$ cat src/tpfcs_consts.vh
// constants for the timer pin function and count source select block
// assumes 32-bit apb data, one aligned word per register
`ifndef TPFCS_CONSTS_VH
`define TPFCS_CONSTS_VH

// ****************************************
// register byte offsets
// ****************************************
`define TPFCS_OFS_OUTDIS   12'h000
`define TPFCS_OFS_FUNC     12'h004
`define TPFCS_OFS_PWMSEL   12'h008
`define TPFCS_OFS_IOAB     12'h00C
`define TPFCS_OFS_IOCD     12'h010
`define TPFCS_OFS_CUTOFF   12'h014
`define TPFCS_OFS_EXTINT   12'h018
`define TPFCS_OFS_PORTDIR  12'h01C
`define TPFCS_OFS_CHCTL0   12'h020
`define TPFCS_OFS_CHCTL1   12'h024
`define TPFCS_OFS_OSC      12'h028
`define TPFCS_OFS_STATUS   12'h02C

// ****************************************
// field positions
// ****************************************
`define TPFCS_FUNC_CMD_LSB    0
`define TPFCS_FUNC_FIXPWM     2
`define TPFCS_FUNC_EXTCLK     3
`define TPFCS_INT_POL         0
`define TPFCS_INT_EN          1
`define TPFCS_CH_SRC_LSB      0
`define TPFCS_CH_EDGE_LSB     3
`define TPFCS_IO_LO_LSB       0
`define TPFCS_IO_HI_LSB       4

// ****************************************
// reset values
// ****************************************
`define TPFCS_RST_OUTDIS   4'hF
`define TPFCS_RST_FUNC     4'h4
`define TPFCS_RST_BYTE     8'h00

// ****************************************
// pin function codes
// ****************************************
`define TPFCS_PF_PORT      3'h0
`define TPFCS_PF_COMPL     3'h1
`define TPFCS_PF_RSYNC     3'h2
`define TPFCS_PF_PWM       3'h3
`define TPFCS_PF_CMP       3'h4
`define TPFCS_PF_CAP       3'h5
`define TPFCS_PF_FIXPWM    3'h6

// ****************************************
// count source codes and edge codes
// ****************************************
`define TPFCS_SRC_DIV1     3'h0
`define TPFCS_SRC_DIV2     3'h1
`define TPFCS_SRC_DIV4     3'h2
`define TPFCS_SRC_DIV8     3'h3
`define TPFCS_SRC_DIV32    3'h4
`define TPFCS_SRC_EXT      3'h5
`define TPFCS_SRC_OSC      3'h6
`define TPFCS_EDGE_RISE    2'h0
`define TPFCS_EDGE_FALL    2'h1

`endif

$ cat src/tpfcs_timer_pin_select.v
// pin function selection for channel 1 and count source selection for both channels of a two-channel timer
// assumes an apb master on pclk, pin levels arriving asynchronously
// How it works
// RL1 - output enabled and combination 1X: pin carries complementary pwm
// RL2 - output enabled and combination 01: pin carries reset synchronous pwm
// RL3 - enabled, fixed bit 1, combination 00, pwm select 1: plain pwm
// RL4 - same but pwm select 0 and io 001 or 01X: compare output
// RL5 - fixed bit 1, combination 00, select 0, io 1XX: capture input
// RL6 - software keeps a capture pin's direction bit at input
// RL7 - cutoff input only with enable 1, polarity 0, int enable 1, dir 0
// RL8 - otherwise the cutoff pin is general port or interrupt input
// RL9 - source selection same in all modes, no external clock in fixed pwm; here ext_ok accepts the external clock only with the fixed pwm bit set
// RL10 - source field selects clock divided by 1, 2, 4, 8 or 32
// RL11 - software enables the fast oscillator and writes code 110
// RL12 - software enables external clock and writes code 101
// RL13 - external source counts on the edge chosen by edge select
// RL14 - software keeps the external clock pin as input
// RL15 - software turns the oscillator on before selecting it
// RL16 - unmatched combinations release the pin to port logic
`timescale 1ns/1ps
`default_nettype none
`include "tpfcs_consts.vh"

module tpfcs_timer_pin_select
(
  input  wire         pclk,
  input  wire         presetn,
  input  wire         psel,
  input  wire         penable,
  input  wire         pwrite,
  input  wire [11:0]  paddr,
  input  wire [31:0]  pwdata,
  output reg  [31:0]  prdata,
  output wire         pready,
  output wire         pslverr,
  input  wire [3:0]   compl_wave,
  input  wire [3:0]   rsync_wave,
  input  wire [3:0]   pwm_wave,
  input  wire [3:0]   cmp_wave,
  input  wire [3:0]   port_out,
  input  wire [3:0]   port_oe,
  input  wire [3:0]   channel1_pin_in,
  output reg  [3:0]   channel1_pin_out,
  output reg  [3:0]   channel1_pin_oe,
  output reg  [3:0]   capture_trig,
  input  wire         cutoff_interrupt_pin,
  output reg          cutoff_req,
  output reg          ext_int_in,
  input  wire         fast_onchip_osc_clock,
  input  wire         ext_count_clock_pin,
  output reg  [1:0]   count_tick
);

  // ****************************************
  // register file
  // ****************************************
  reg [3:0] pin_output_disable_reg_q;
  reg [3:0] function_control_reg_q;
  reg [3:0] pwm_mode_select_reg_q;
  reg [7:0] io_control_ab_reg_q;
  reg [7:0] io_control_cd_reg_q;
  reg       cutoff_input_enable_q;
  reg [1:0] ext_interrupt_enable_reg_q;
  reg       cutoff_pin_direction_q;
  reg [7:0] timer_port_direction_reg_q;
  reg [4:0] channel_control_reg_q [0:1];
  reg       fast_osc_enable_q;

  wire       wr_en = psel & penable & pwrite;
  wire [1:0] combination_mode_field = function_control_reg_q[`TPFCS_FUNC_CMD_LSB+1:`TPFCS_FUNC_CMD_LSB];
  wire       fixed_period_pwm_select = function_control_reg_q[`TPFCS_FUNC_FIXPWM];
  wire       ext_clock_enable = function_control_reg_q[`TPFCS_FUNC_EXTCLK];

  // always ready; any unmapped address answers with an error
  assign pready  = 1'b1;
  assign pslverr = psel & penable & ~addr_hit(paddr);

  function addr_hit;
    input [11:0] a;
    begin
      addr_hit = (a[1:0] == 2'h0) && (a <= `TPFCS_OFS_STATUS);
    end
  endfunction

  // software writes, taken in the access phase
  always @(posedge pclk or negedge presetn)
  begin
    if (!presetn)
    begin
      pin_output_disable_reg_q   <= `TPFCS_RST_OUTDIS;
      function_control_reg_q     <= `TPFCS_RST_FUNC;
      pwm_mode_select_reg_q      <= 4'h0;
      io_control_ab_reg_q        <= `TPFCS_RST_BYTE;
      io_control_cd_reg_q        <= `TPFCS_RST_BYTE;
      cutoff_input_enable_q      <= 1'b0;
      ext_interrupt_enable_reg_q <= 2'h0;
      cutoff_pin_direction_q     <= 1'b0;
      timer_port_direction_reg_q <= `TPFCS_RST_BYTE;
      channel_control_reg_q[0]   <= 5'h00;
      channel_control_reg_q[1]   <= 5'h00;
      fast_osc_enable_q          <= 1'b0;
    end
    else if (wr_en)
    begin
      case (paddr)
        `TPFCS_OFS_OUTDIS:  pin_output_disable_reg_q   <= pwdata[3:0];
        `TPFCS_OFS_FUNC:    function_control_reg_q     <= pwdata[3:0];
        `TPFCS_OFS_PWMSEL:  pwm_mode_select_reg_q      <= pwdata[3:0];
        `TPFCS_OFS_IOAB:    io_control_ab_reg_q        <= pwdata[7:0];
        `TPFCS_OFS_IOCD:    io_control_cd_reg_q        <= pwdata[7:0];
        `TPFCS_OFS_CUTOFF:  cutoff_input_enable_q      <= pwdata[0];
        `TPFCS_OFS_EXTINT:  ext_interrupt_enable_reg_q <= pwdata[1:0];
        `TPFCS_OFS_PORTDIR:
        begin
          timer_port_direction_reg_q <= pwdata[7:0];
          cutoff_pin_direction_q     <= pwdata[8];
        end
        `TPFCS_OFS_CHCTL0:  channel_control_reg_q[0]   <= pwdata[4:0];
        `TPFCS_OFS_CHCTL1:  channel_control_reg_q[1]   <= pwdata[4:0];
        `TPFCS_OFS_OSC:     fast_osc_enable_q          <= pwdata[0];
        default:            fast_osc_enable_q          <= fast_osc_enable_q;
      endcase
    end
  end

  // ****************************************
  // pin function decode
  // ****************************************
  // each pin's io control nibble; pin a has no pwm select, read as zero
  function [2:0] pin_func;
    input       dis;
    input [1:0] cmd;
    input       fix;
    input       pwm_sel;
    input [2:0] io;
    begin
      if (!dis && cmd[1])
        pin_func = `TPFCS_PF_COMPL;                            // [RL1]
      else if (!dis && cmd == 2'h1)
        pin_func = `TPFCS_PF_RSYNC;                            // [RL2]
      // channel 1 pins carry no fixed period waveform; with the bit clear they stay port
      else if (cmd != 2'h0 || !fix)
        pin_func = `TPFCS_PF_PORT;                             // [RL16]
      else if (!dis && pwm_sel)
        pin_func = `TPFCS_PF_PWM;                              // [RL3]
      else if (!pwm_sel && io[2])
        pin_func = `TPFCS_PF_CAP;                              // [RL5]
      else if (!dis && !pwm_sel && (io == 3'h1 || io[2:1] == 2'h1))
        pin_func = `TPFCS_PF_CMP;                              // [RL4]
      else
        pin_func = `TPFCS_PF_PORT;                             // [RL16]
    end
  endfunction

  // three-stage input synchronisers; first stage feeds the second only
  reg [3:0] pin_s1_q, pin_s2_q, pin_s3_q, pin_v_q;
  reg [2:0] cut_s_q, ext_s_q;
  reg       cut_v_q, ext_v_q, ext_prev_q;
  reg [2:0] func_q [0:3];

  always @(posedge pclk or negedge presetn)
  begin
    if (!presetn)
    begin
      pin_s1_q   <= 4'h0;
      pin_s2_q   <= 4'h0;
      pin_s3_q   <= 4'h0;
      pin_v_q    <= 4'h0;
      cut_s_q    <= 3'h7;
      ext_s_q    <= 3'h0;
      cut_v_q    <= 1'b1;
      ext_v_q    <= 1'b0;
      ext_prev_q <= 1'b0;
    end
    else
    begin
      pin_s1_q   <= channel1_pin_in;
      pin_s2_q   <= pin_s1_q;
      pin_s3_q   <= pin_s2_q;
      pin_v_q    <= (pin_s2_q & pin_s3_q) | (pin_v_q & (pin_s2_q | pin_s3_q));
      cut_s_q    <= {cut_s_q[1:0], cutoff_interrupt_pin};
      ext_s_q    <= {ext_s_q[1:0], ext_count_clock_pin};
      if (cut_s_q[1] == cut_s_q[2])
        cut_v_q <= cut_s_q[1];
      if (ext_s_q[1] == ext_s_q[2])
        ext_v_q <= ext_s_q[1];
      ext_prev_q <= ext_v_q;
    end
  end

  // registered pin routing so the pin data comes from flip-flops
  integer k;
  always @(posedge pclk or negedge presetn)
  begin
    if (!presetn)
    begin
      channel1_pin_out <= 4'h0;
      channel1_pin_oe  <= 4'h0;
      capture_trig     <= 4'h0;
      for (k = 0; k < 4; k = k + 1)
        func_q[k] <= `TPFCS_PF_PORT;
    end
    else
    begin
      for (k = 0; k < 4; k = k + 1)
      begin
        func_q[k] <= pin_func(pin_output_disable_reg_q[k], combination_mode_field, fixed_period_pwm_select,
                              (k == 0) ? 1'b0 : pwm_mode_select_reg_q[k],
                              (k == 0) ? io_control_ab_reg_q[2:0] :
                              (k == 1) ? io_control_ab_reg_q[6:4] :
                              (k == 2) ? io_control_cd_reg_q[2:0] : io_control_cd_reg_q[6:4]);
        case (func_q[k])
          `TPFCS_PF_COMPL:  channel1_pin_out[k] <= compl_wave[k];
          `TPFCS_PF_RSYNC:  channel1_pin_out[k] <= rsync_wave[k];
          `TPFCS_PF_PWM:    channel1_pin_out[k] <= pwm_wave[k];
          `TPFCS_PF_CMP:    channel1_pin_out[k] <= cmp_wave[k];
          default:          channel1_pin_out[k] <= port_out[k];
        endcase
        // capture pins and port pins follow port direction; the rest drive
        channel1_pin_oe[k] <= (func_q[k] == `TPFCS_PF_PORT || func_q[k] == `TPFCS_PF_CAP) ?
                              port_oe[k] : 1'b1;
        capture_trig[k]    <= (func_q[k] == `TPFCS_PF_CAP) & pin_v_q[k]; // [RL5] [RL6]
      end
    end
  end

  // ****************************************
  // cutoff pin
  // ****************************************
  wire cutoff_sel = cutoff_input_enable_q & ~ext_interrupt_enable_reg_q[`TPFCS_INT_POL] &
                    ext_interrupt_enable_reg_q[`TPFCS_INT_EN] & ~cutoff_pin_direction_q;

  // low level on the pin requests cutoff only in cutoff mode
  always @(posedge pclk or negedge presetn)
  begin
    if (!presetn)
    begin
      cutoff_req <= 1'b0;
      ext_int_in <= 1'b1;
    end
    else
    begin
      cutoff_req <= cutoff_sel & ~cut_v_q;                       // [RL7]
      ext_int_in <= cut_v_q;                                     // [RL8]
    end
  end

  // ****************************************
  // count source select
  // ****************************************
  reg [4:0] div_q;
  reg [2:0] osc_s_q;
  reg [1:0] osc_prev_q;
  reg       osc_v_q;

  // osc edges counted in pclk domain; each osc phase must last two pclk cycles to be seen
  always @(posedge pclk or negedge presetn)
  begin
    if (!presetn)
    begin
      div_q      <= 5'h00;
      osc_s_q    <= 3'h0;
      osc_prev_q <= 2'h0;
      osc_v_q    <= 1'b0;
    end
    else
    begin
      div_q      <= div_q + 5'h01;
      osc_s_q    <= {osc_s_q[1:0], fast_onchip_osc_clock};
      if (osc_s_q[1] == osc_s_q[2])
        osc_v_q <= osc_s_q[1];
      osc_prev_q <= {osc_prev_q[0], osc_v_q};
    end
  end

  function src_tick;
    input [4:0] cfg;
    input [4:0] dv;
    input       ext_rise;
    input       ext_fall;
    input       osc_tick;
    input       ext_ok;
    input       osc_ok;
    begin
      case (cfg[`TPFCS_CH_SRC_LSB+2:`TPFCS_CH_SRC_LSB])
        `TPFCS_SRC_DIV1:  src_tick = 1'b1;                       // [RL10]
        `TPFCS_SRC_DIV2:  src_tick = (dv[0] == 1'b1);            // [RL10]
        `TPFCS_SRC_DIV4:  src_tick = (dv[1:0] == 2'h3);          // [RL10]
        `TPFCS_SRC_DIV8:  src_tick = (dv[2:0] == 3'h7);          // [RL10]
        `TPFCS_SRC_DIV32: src_tick = (dv == 5'h1F);              // [RL10]
        `TPFCS_SRC_EXT:   src_tick = ext_ok & (cfg[4:3] == `TPFCS_EDGE_RISE ? ext_rise :
                                               cfg[4:3] == `TPFCS_EDGE_FALL ? ext_fall :
                                               (ext_rise | ext_fall)); // [RL13] [RL12]
        `TPFCS_SRC_OSC:   src_tick = osc_ok & osc_tick;          // [RL11] [RL15]
        default:          src_tick = 1'b0;
      endcase
    end
  endfunction

  // external clock accepted only while the fixed period pwm bit is set
  wire ext_ok   = ext_clock_enable & fixed_period_pwm_select & ~timer_port_direction_reg_q[0]; // [RL9] [RL14]
  wire ext_rise = ext_v_q & ~ext_prev_q;
  wire ext_fall = ~ext_v_q & ext_prev_q;
  wire osc_tick = osc_prev_q[0] & ~osc_prev_q[1];

  always @(posedge pclk or negedge presetn)
  begin
    if (!presetn)
      count_tick <= 2'h0;
    else
    begin
      count_tick[0] <= src_tick(channel_control_reg_q[0], div_q, ext_rise, ext_fall, osc_tick, ext_ok,
                                fast_osc_enable_q);
      count_tick[1] <= src_tick(channel_control_reg_q[1], div_q, ext_rise, ext_fall, osc_tick, ext_ok,
                                fast_osc_enable_q);
    end
  end

  // ****************************************
  // read mux
  // ****************************************
  // read data captured in the setup cycle, so it stands from a flip-flop through the access phase
  always @(posedge pclk or negedge presetn)
  begin
    if (!presetn)
      prdata <= 32'h0000_0000;
    else if (psel & ~penable)
    begin
      case (paddr)
        `TPFCS_OFS_OUTDIS:  prdata <= {28'h0, pin_output_disable_reg_q};
        `TPFCS_OFS_FUNC:    prdata <= {28'h0, function_control_reg_q};
        `TPFCS_OFS_PWMSEL:  prdata <= {28'h0, pwm_mode_select_reg_q};
        `TPFCS_OFS_IOAB:    prdata <= {24'h0, io_control_ab_reg_q};
        `TPFCS_OFS_IOCD:    prdata <= {24'h0, io_control_cd_reg_q};
        `TPFCS_OFS_CUTOFF:  prdata <= {31'h0, cutoff_input_enable_q};
        `TPFCS_OFS_EXTINT:  prdata <= {30'h0, ext_interrupt_enable_reg_q};
        `TPFCS_OFS_PORTDIR: prdata <= {23'h0, cutoff_pin_direction_q, timer_port_direction_reg_q};
        `TPFCS_OFS_CHCTL0:  prdata <= {27'h0, channel_control_reg_q[0]};
        `TPFCS_OFS_CHCTL1:  prdata <= {27'h0, channel_control_reg_q[1]};
        `TPFCS_OFS_OSC:     prdata <= {31'h0, fast_osc_enable_q};
        `TPFCS_OFS_STATUS:  prdata <= {19'h0, cutoff_sel, func_q[3], func_q[2], func_q[1], func_q[0]};
        default:            prdata <= 32'h0000_0000;
      endcase
    end
  end

endmodule
`default_nettype wire

$ cat config.mk
export PLATFORM = sky130hd
export DESIGN_NAME = tpfcs_timer_pin_select
export DESIGN_NICKNAME = d
export VERILOG_FILES = /design/src/tpfcs_timer_pin_select.v
export VERILOG_INCLUDE_DIRS = /design/src
export SDC_FILE = /design/constraint.sdc
export NUM_CORES = 1
export LEC_CHECK = 0
export BUFFER_PORTS_ARGS = -buffer_cell sky130_fd_sc_hd__clkbuf_2
export CAP_MARGIN = 10
export CORE_MARGIN = 3
export CORE_UTILIZATION = 35
export CTS_CLUSTER_DIAMETER = 60
export DETAILED_ROUTE_END_ITERATION = 6
export GPL_TIMING_DRIVEN = 0
export PLACE_DENSITY = 0.54
export SYNTH_ARGS = -nofsm -noshare
export SYNTH_HDL_FRONTEND = slang
export SYNTH_SLANG_ARGS = --single-unit
$ cat constraint.sdc
create_clock -name pclk -period 1.9 [get_ports pclk]
set_input_delay 0.285 -clock pclk [delete_from_list [all_inputs] [get_ports pclk]]
set_output_delay 0.285 -clock pclk [all_outputs]
set_load 0.005 [all_outputs]
==> results.cfg <==
[setup_path]
critical_path.cell_chain = clkbuf_2 > buf_2 > buf_2 > nand3b_1 > o21ai_0 > a32o_1 > a211oi_1 > a21oi_1
worst-path-max-fanout = 10
worst_ep_arrival_time_ns = 2.09
reg2reg_from = div_q[0]$_DFF_PN0_
cpPeakStageDelay_ns = 0.42
crit_type = primary input to flip-flop
crit_required_ns = 2.19
path_common_cell = sky130_fd_sc_hd__buf_2
worstSetupEndpointType = flip-flop
slowest_stage_cell_on_the_critical_path = sky130_fd_sc_hd__a211oi_1
critical_path.startpoint_type = primary input
cp-startpoint = paddr[3]

[detailed_routing]
detail-route-antenna-nets = 0
detail_route.wl_per_cell_um = 17.56
post-route-drc-count = 0
first_iter_violations = 244
drt_pass1_iterations = 4
viasPerCell = 4.980
via_count_of_the_routed_design = 4069
totalWireLength_um = 14340

[place]
post_dp_cell_area_mm2 = 0.006489
gpl.final_weighted_congestion = 0.8967
dp_hpwl_um = 10450
dpl.cell_count = 775
io_buffers = 86

[final_layout]
fin_cells = 817
final_layout_size_suffix_gt1_share_pct = 36.96
final_nets = 678
finalInstanceArea_mm2 = 0.007188
diodes = 0
area_growth_pct = 26.32

[synth]
async_reset_ff_share_pct = 100.0
synth_seq_area_share_pct = 56.51
synthesis.area_mm2 = 0.005690
yosysWarningCount = 0
synth_flop_cell = sky130_fd_sc_hd__dfrtp_1
postSynthAreaPerCell_um2 = 12.40
yosysUniqueCellTypes = 57
ys_ff_latch = 128
synthCells = 459
synth_edf_count = 0

[power_and_ir_drop]
power_mw = 6.289
vdd_ir_drop_max_uv = 673.7
power_density_mw_per_mm2 = 874.9
leak_nw = 3.336

[grt]
global_route_congestion_overflow_total = 0
grt_first_pass_wirelength_um = 22950
grt_pass1_vias = 4151
maximum_number_of_pins_on_one_net_before_global_route_repair = 80
grt_antenna_before_repair = 0
gr-usage-all-layers_pct = 16.82

[die]
initial_core_util_pct = 36.62
core_area_mm2 = 0.01554
num_rows = 45
die-height_um = 133.5
floorplan.io_pins = 130
area_enclosed_by_the_die_boundary_mm2 = 0.01782
die_w_um = 133.5

[timing]
slew-limit-headroom_pct = 43.14
final_period_minus_worst_setup_slack_ns = 1.801
post-route-period-util_pct = 94.79
tightestPinTransition_ns = 0.8459
rsz0062_at_grt = false
hold_viol = 0
final_setup_violating_endpoints = 0
fin_skew_ns = 0.007602
max_freq_mhz = 555.2
setup_tns_ns = 0
maxSlewViolCount = 0

[clocking]
cts.sink_count = 128
cts_tree = built
h-tree-depth = 4
clock_transition_at_the_register_clock_pins_on_the_worst_setup_and_hold_paths_after_cts_ns = 0.06
number_of_buffers_created_by_cts = 17
clock_tree.root_cell = sky130_fd_sc_hd__clkbuf_16
worstSkewPairLatency_ns = 0.42
cts.path.max_buffers = 2

[status]
result_of_the_run = finished clean

[hold_path]
hold_start = port_oe[0]
hold_class = primary input to flip-flop

[run]
maximum_capacitance_violations = 0
==> cell usage after synthesis, types with 7 or more instances <==
| master | number | area [um2] |
|---|---|---|
| sky130_fd_sc_hd__a21oi_1 | 21 | 105.1 |
| sky130_fd_sc_hd__a22o_1 | 8 | 70.07 |
| sky130_fd_sc_hd__buf_4 | 20 | 150.1 |
| sky130_fd_sc_hd__clkbuf_1 | 9 | 33.78 |
| sky130_fd_sc_hd__dfrtp_1 | 118 | 2953 |
| sky130_fd_sc_hd__dfstp_2 | 10 | 262.8 |
| sky130_fd_sc_hd__inv_1 | 8 | 30.03 |
| sky130_fd_sc_hd__maj3_1 | 7 | 70.07 |
| sky130_fd_sc_hd__mux2_2 | 52 | 585.6 |
| sky130_fd_sc_hd__mux2i_1 | 15 | 150.1 |
| sky130_fd_sc_hd__nand2_1 | 23 | 86.33 |
| sky130_fd_sc_hd__nor2_1 | 33 | 123.9 |
| sky130_fd_sc_hd__nor3_1 | 12 | 60.06 |
| sky130_fd_sc_hd__o21ai_0 | 14 | 70.07 |
==> flip-flops by register name, indices dropped and copies added, names as in the netlist, 2 cells and up <==
register                    cells
pwm_mode_select_reg_q           4
channel1_pin_oe                 4
pin_v_q                         4
io_control_cd_reg_q             8
capture_trig                    4
func_q                         12
div_q                           5
ext_interrupt_enable_reg_q      2
channel_control_reg_q          10
io_control_ab_reg_q             8
osc_prev_q                      2
prdata                         13
osc_s_q                         3
pin_output_disable_reg_q        4
count_tick                      2
pin_s3_q                        4
cut_s_q                         3
ext_s_q                         3
pin_s1_q                        4
channel1_pin_out                4
pin_s2_q                        4
function_control_reg_q          4
timer_port_direction_reg_q      8
==> through the flow <==
stage | hold slack [ns] | setup WS [ns] | utilization [%]
after global placement | 0.3337 | -1.460 | 41.52
after floorplan | -0.01059 | 0.02623 | -
after detailed placement | 0.2682 | -0.7484 | 41.76
final | 0.05462 | 0.09899 | 46.26
after global routing | 0.04352 | 0.02646 | 46.26
after CTS | 0.03046 | 0.001616 | 46.23
==> worst max-delay path, delay by kind of cell <==
kind	cells	cell delay [ns]
buf+inv	3	0.67
simple gates	1	0.14
compound gates	4	0.98
==> cell type report <==
type                       count  area [um2]
sequential                   128        3216
fill                        1445        8352
buffer                        34       209.0
multi-input combinational    307        2332
timing repair buffer          97       561.8
tap                          211       264.0
clock inverter                10       111.4
inverter                       8       30.03
clock buffer                  22       464.2
==> kinds of logic after synthesis <==
group | after synthesis | synth area share (%)
compound gates | 78 | 9.081
xor+xnor | 5 | 0.7695
fa+ha+maj | 12 | 2.331
buf+inv | 42 | 4.156
flops | 128 | 56.51
mux | 73 | 15.30
other cells | 2 | 0.1320
simple gates | 119 | 11.72
==> routing by layer <==
| metal | routed length (um) | track usage (%) | up-vias |
|---|---|---|---|
| met2 | 6782 | 26.69 | 102 |
| met1 | 6623 | 22.32 | 2039 |
| met4 | 183 | 6.057 | 0 |
| met3 | 754 | 4.456 | 13 |
| li1 | - | - | 1915 |
| met5 | 0 | 0 | - |
==> path summary, 6_finish.rpt <==
kind	end	slack, ns	cells past startpoint
worst max-delay path	prdata[3]$_DFFE_PN0P_	0.1	8
worst min register to register	pin_s2_q[0]$_DFF_PN0_	0.35	0
worst max register to register	count_tick[0]$_DFF_PN0_	0.15	6
min in group asynchronous	prdata[11]$_DFFE_PN0P_	0.39	2
worst min-delay path	channel1_pin_oe[0]$_DFF_PN0_	0.05	2
max in group asynchronous	pin_output_disable_reg_q[1]$_DFFE_PN1P_	0.78	3
==> power by group <==
part / internal, mW / switching [mW]
registers: 2.79 / 0.0252
logic: 0.149 / 0.199
clock network: 1.99 / 1.14
total: 4.92 / 1.36
==> layout by cell type, fill, tap and decap left out, drive strengths merged, types with 5 or more instances in the layout <==
master,count
or3,5
o21ai,14
clkinv,5
dlygate4sd3,8
nand3,6
inv,8
mux2,52
a31oi,5
nor2b,6
a22o,8
buf,27
mux4,6
nand2,23
maj3,7
nor2,34
ha,5
clkbuf,118
nor3,16
conb,20
a21oi,21
a22oi,5
mux2i,15
dfstp,10
nor4,6
dfrtp,118
==> timing repair <==
item | in CTS | in global routing
hold buffers | 8 | 0
setup buffers | 2 | 0
pin swaps | 1 | 0
endpoints found under the setup margin | 31 | 7
resized for setup | 4 | 2
endpoints found under the hold margin | 49 | 0
Power figures use the tool's default switching activity.
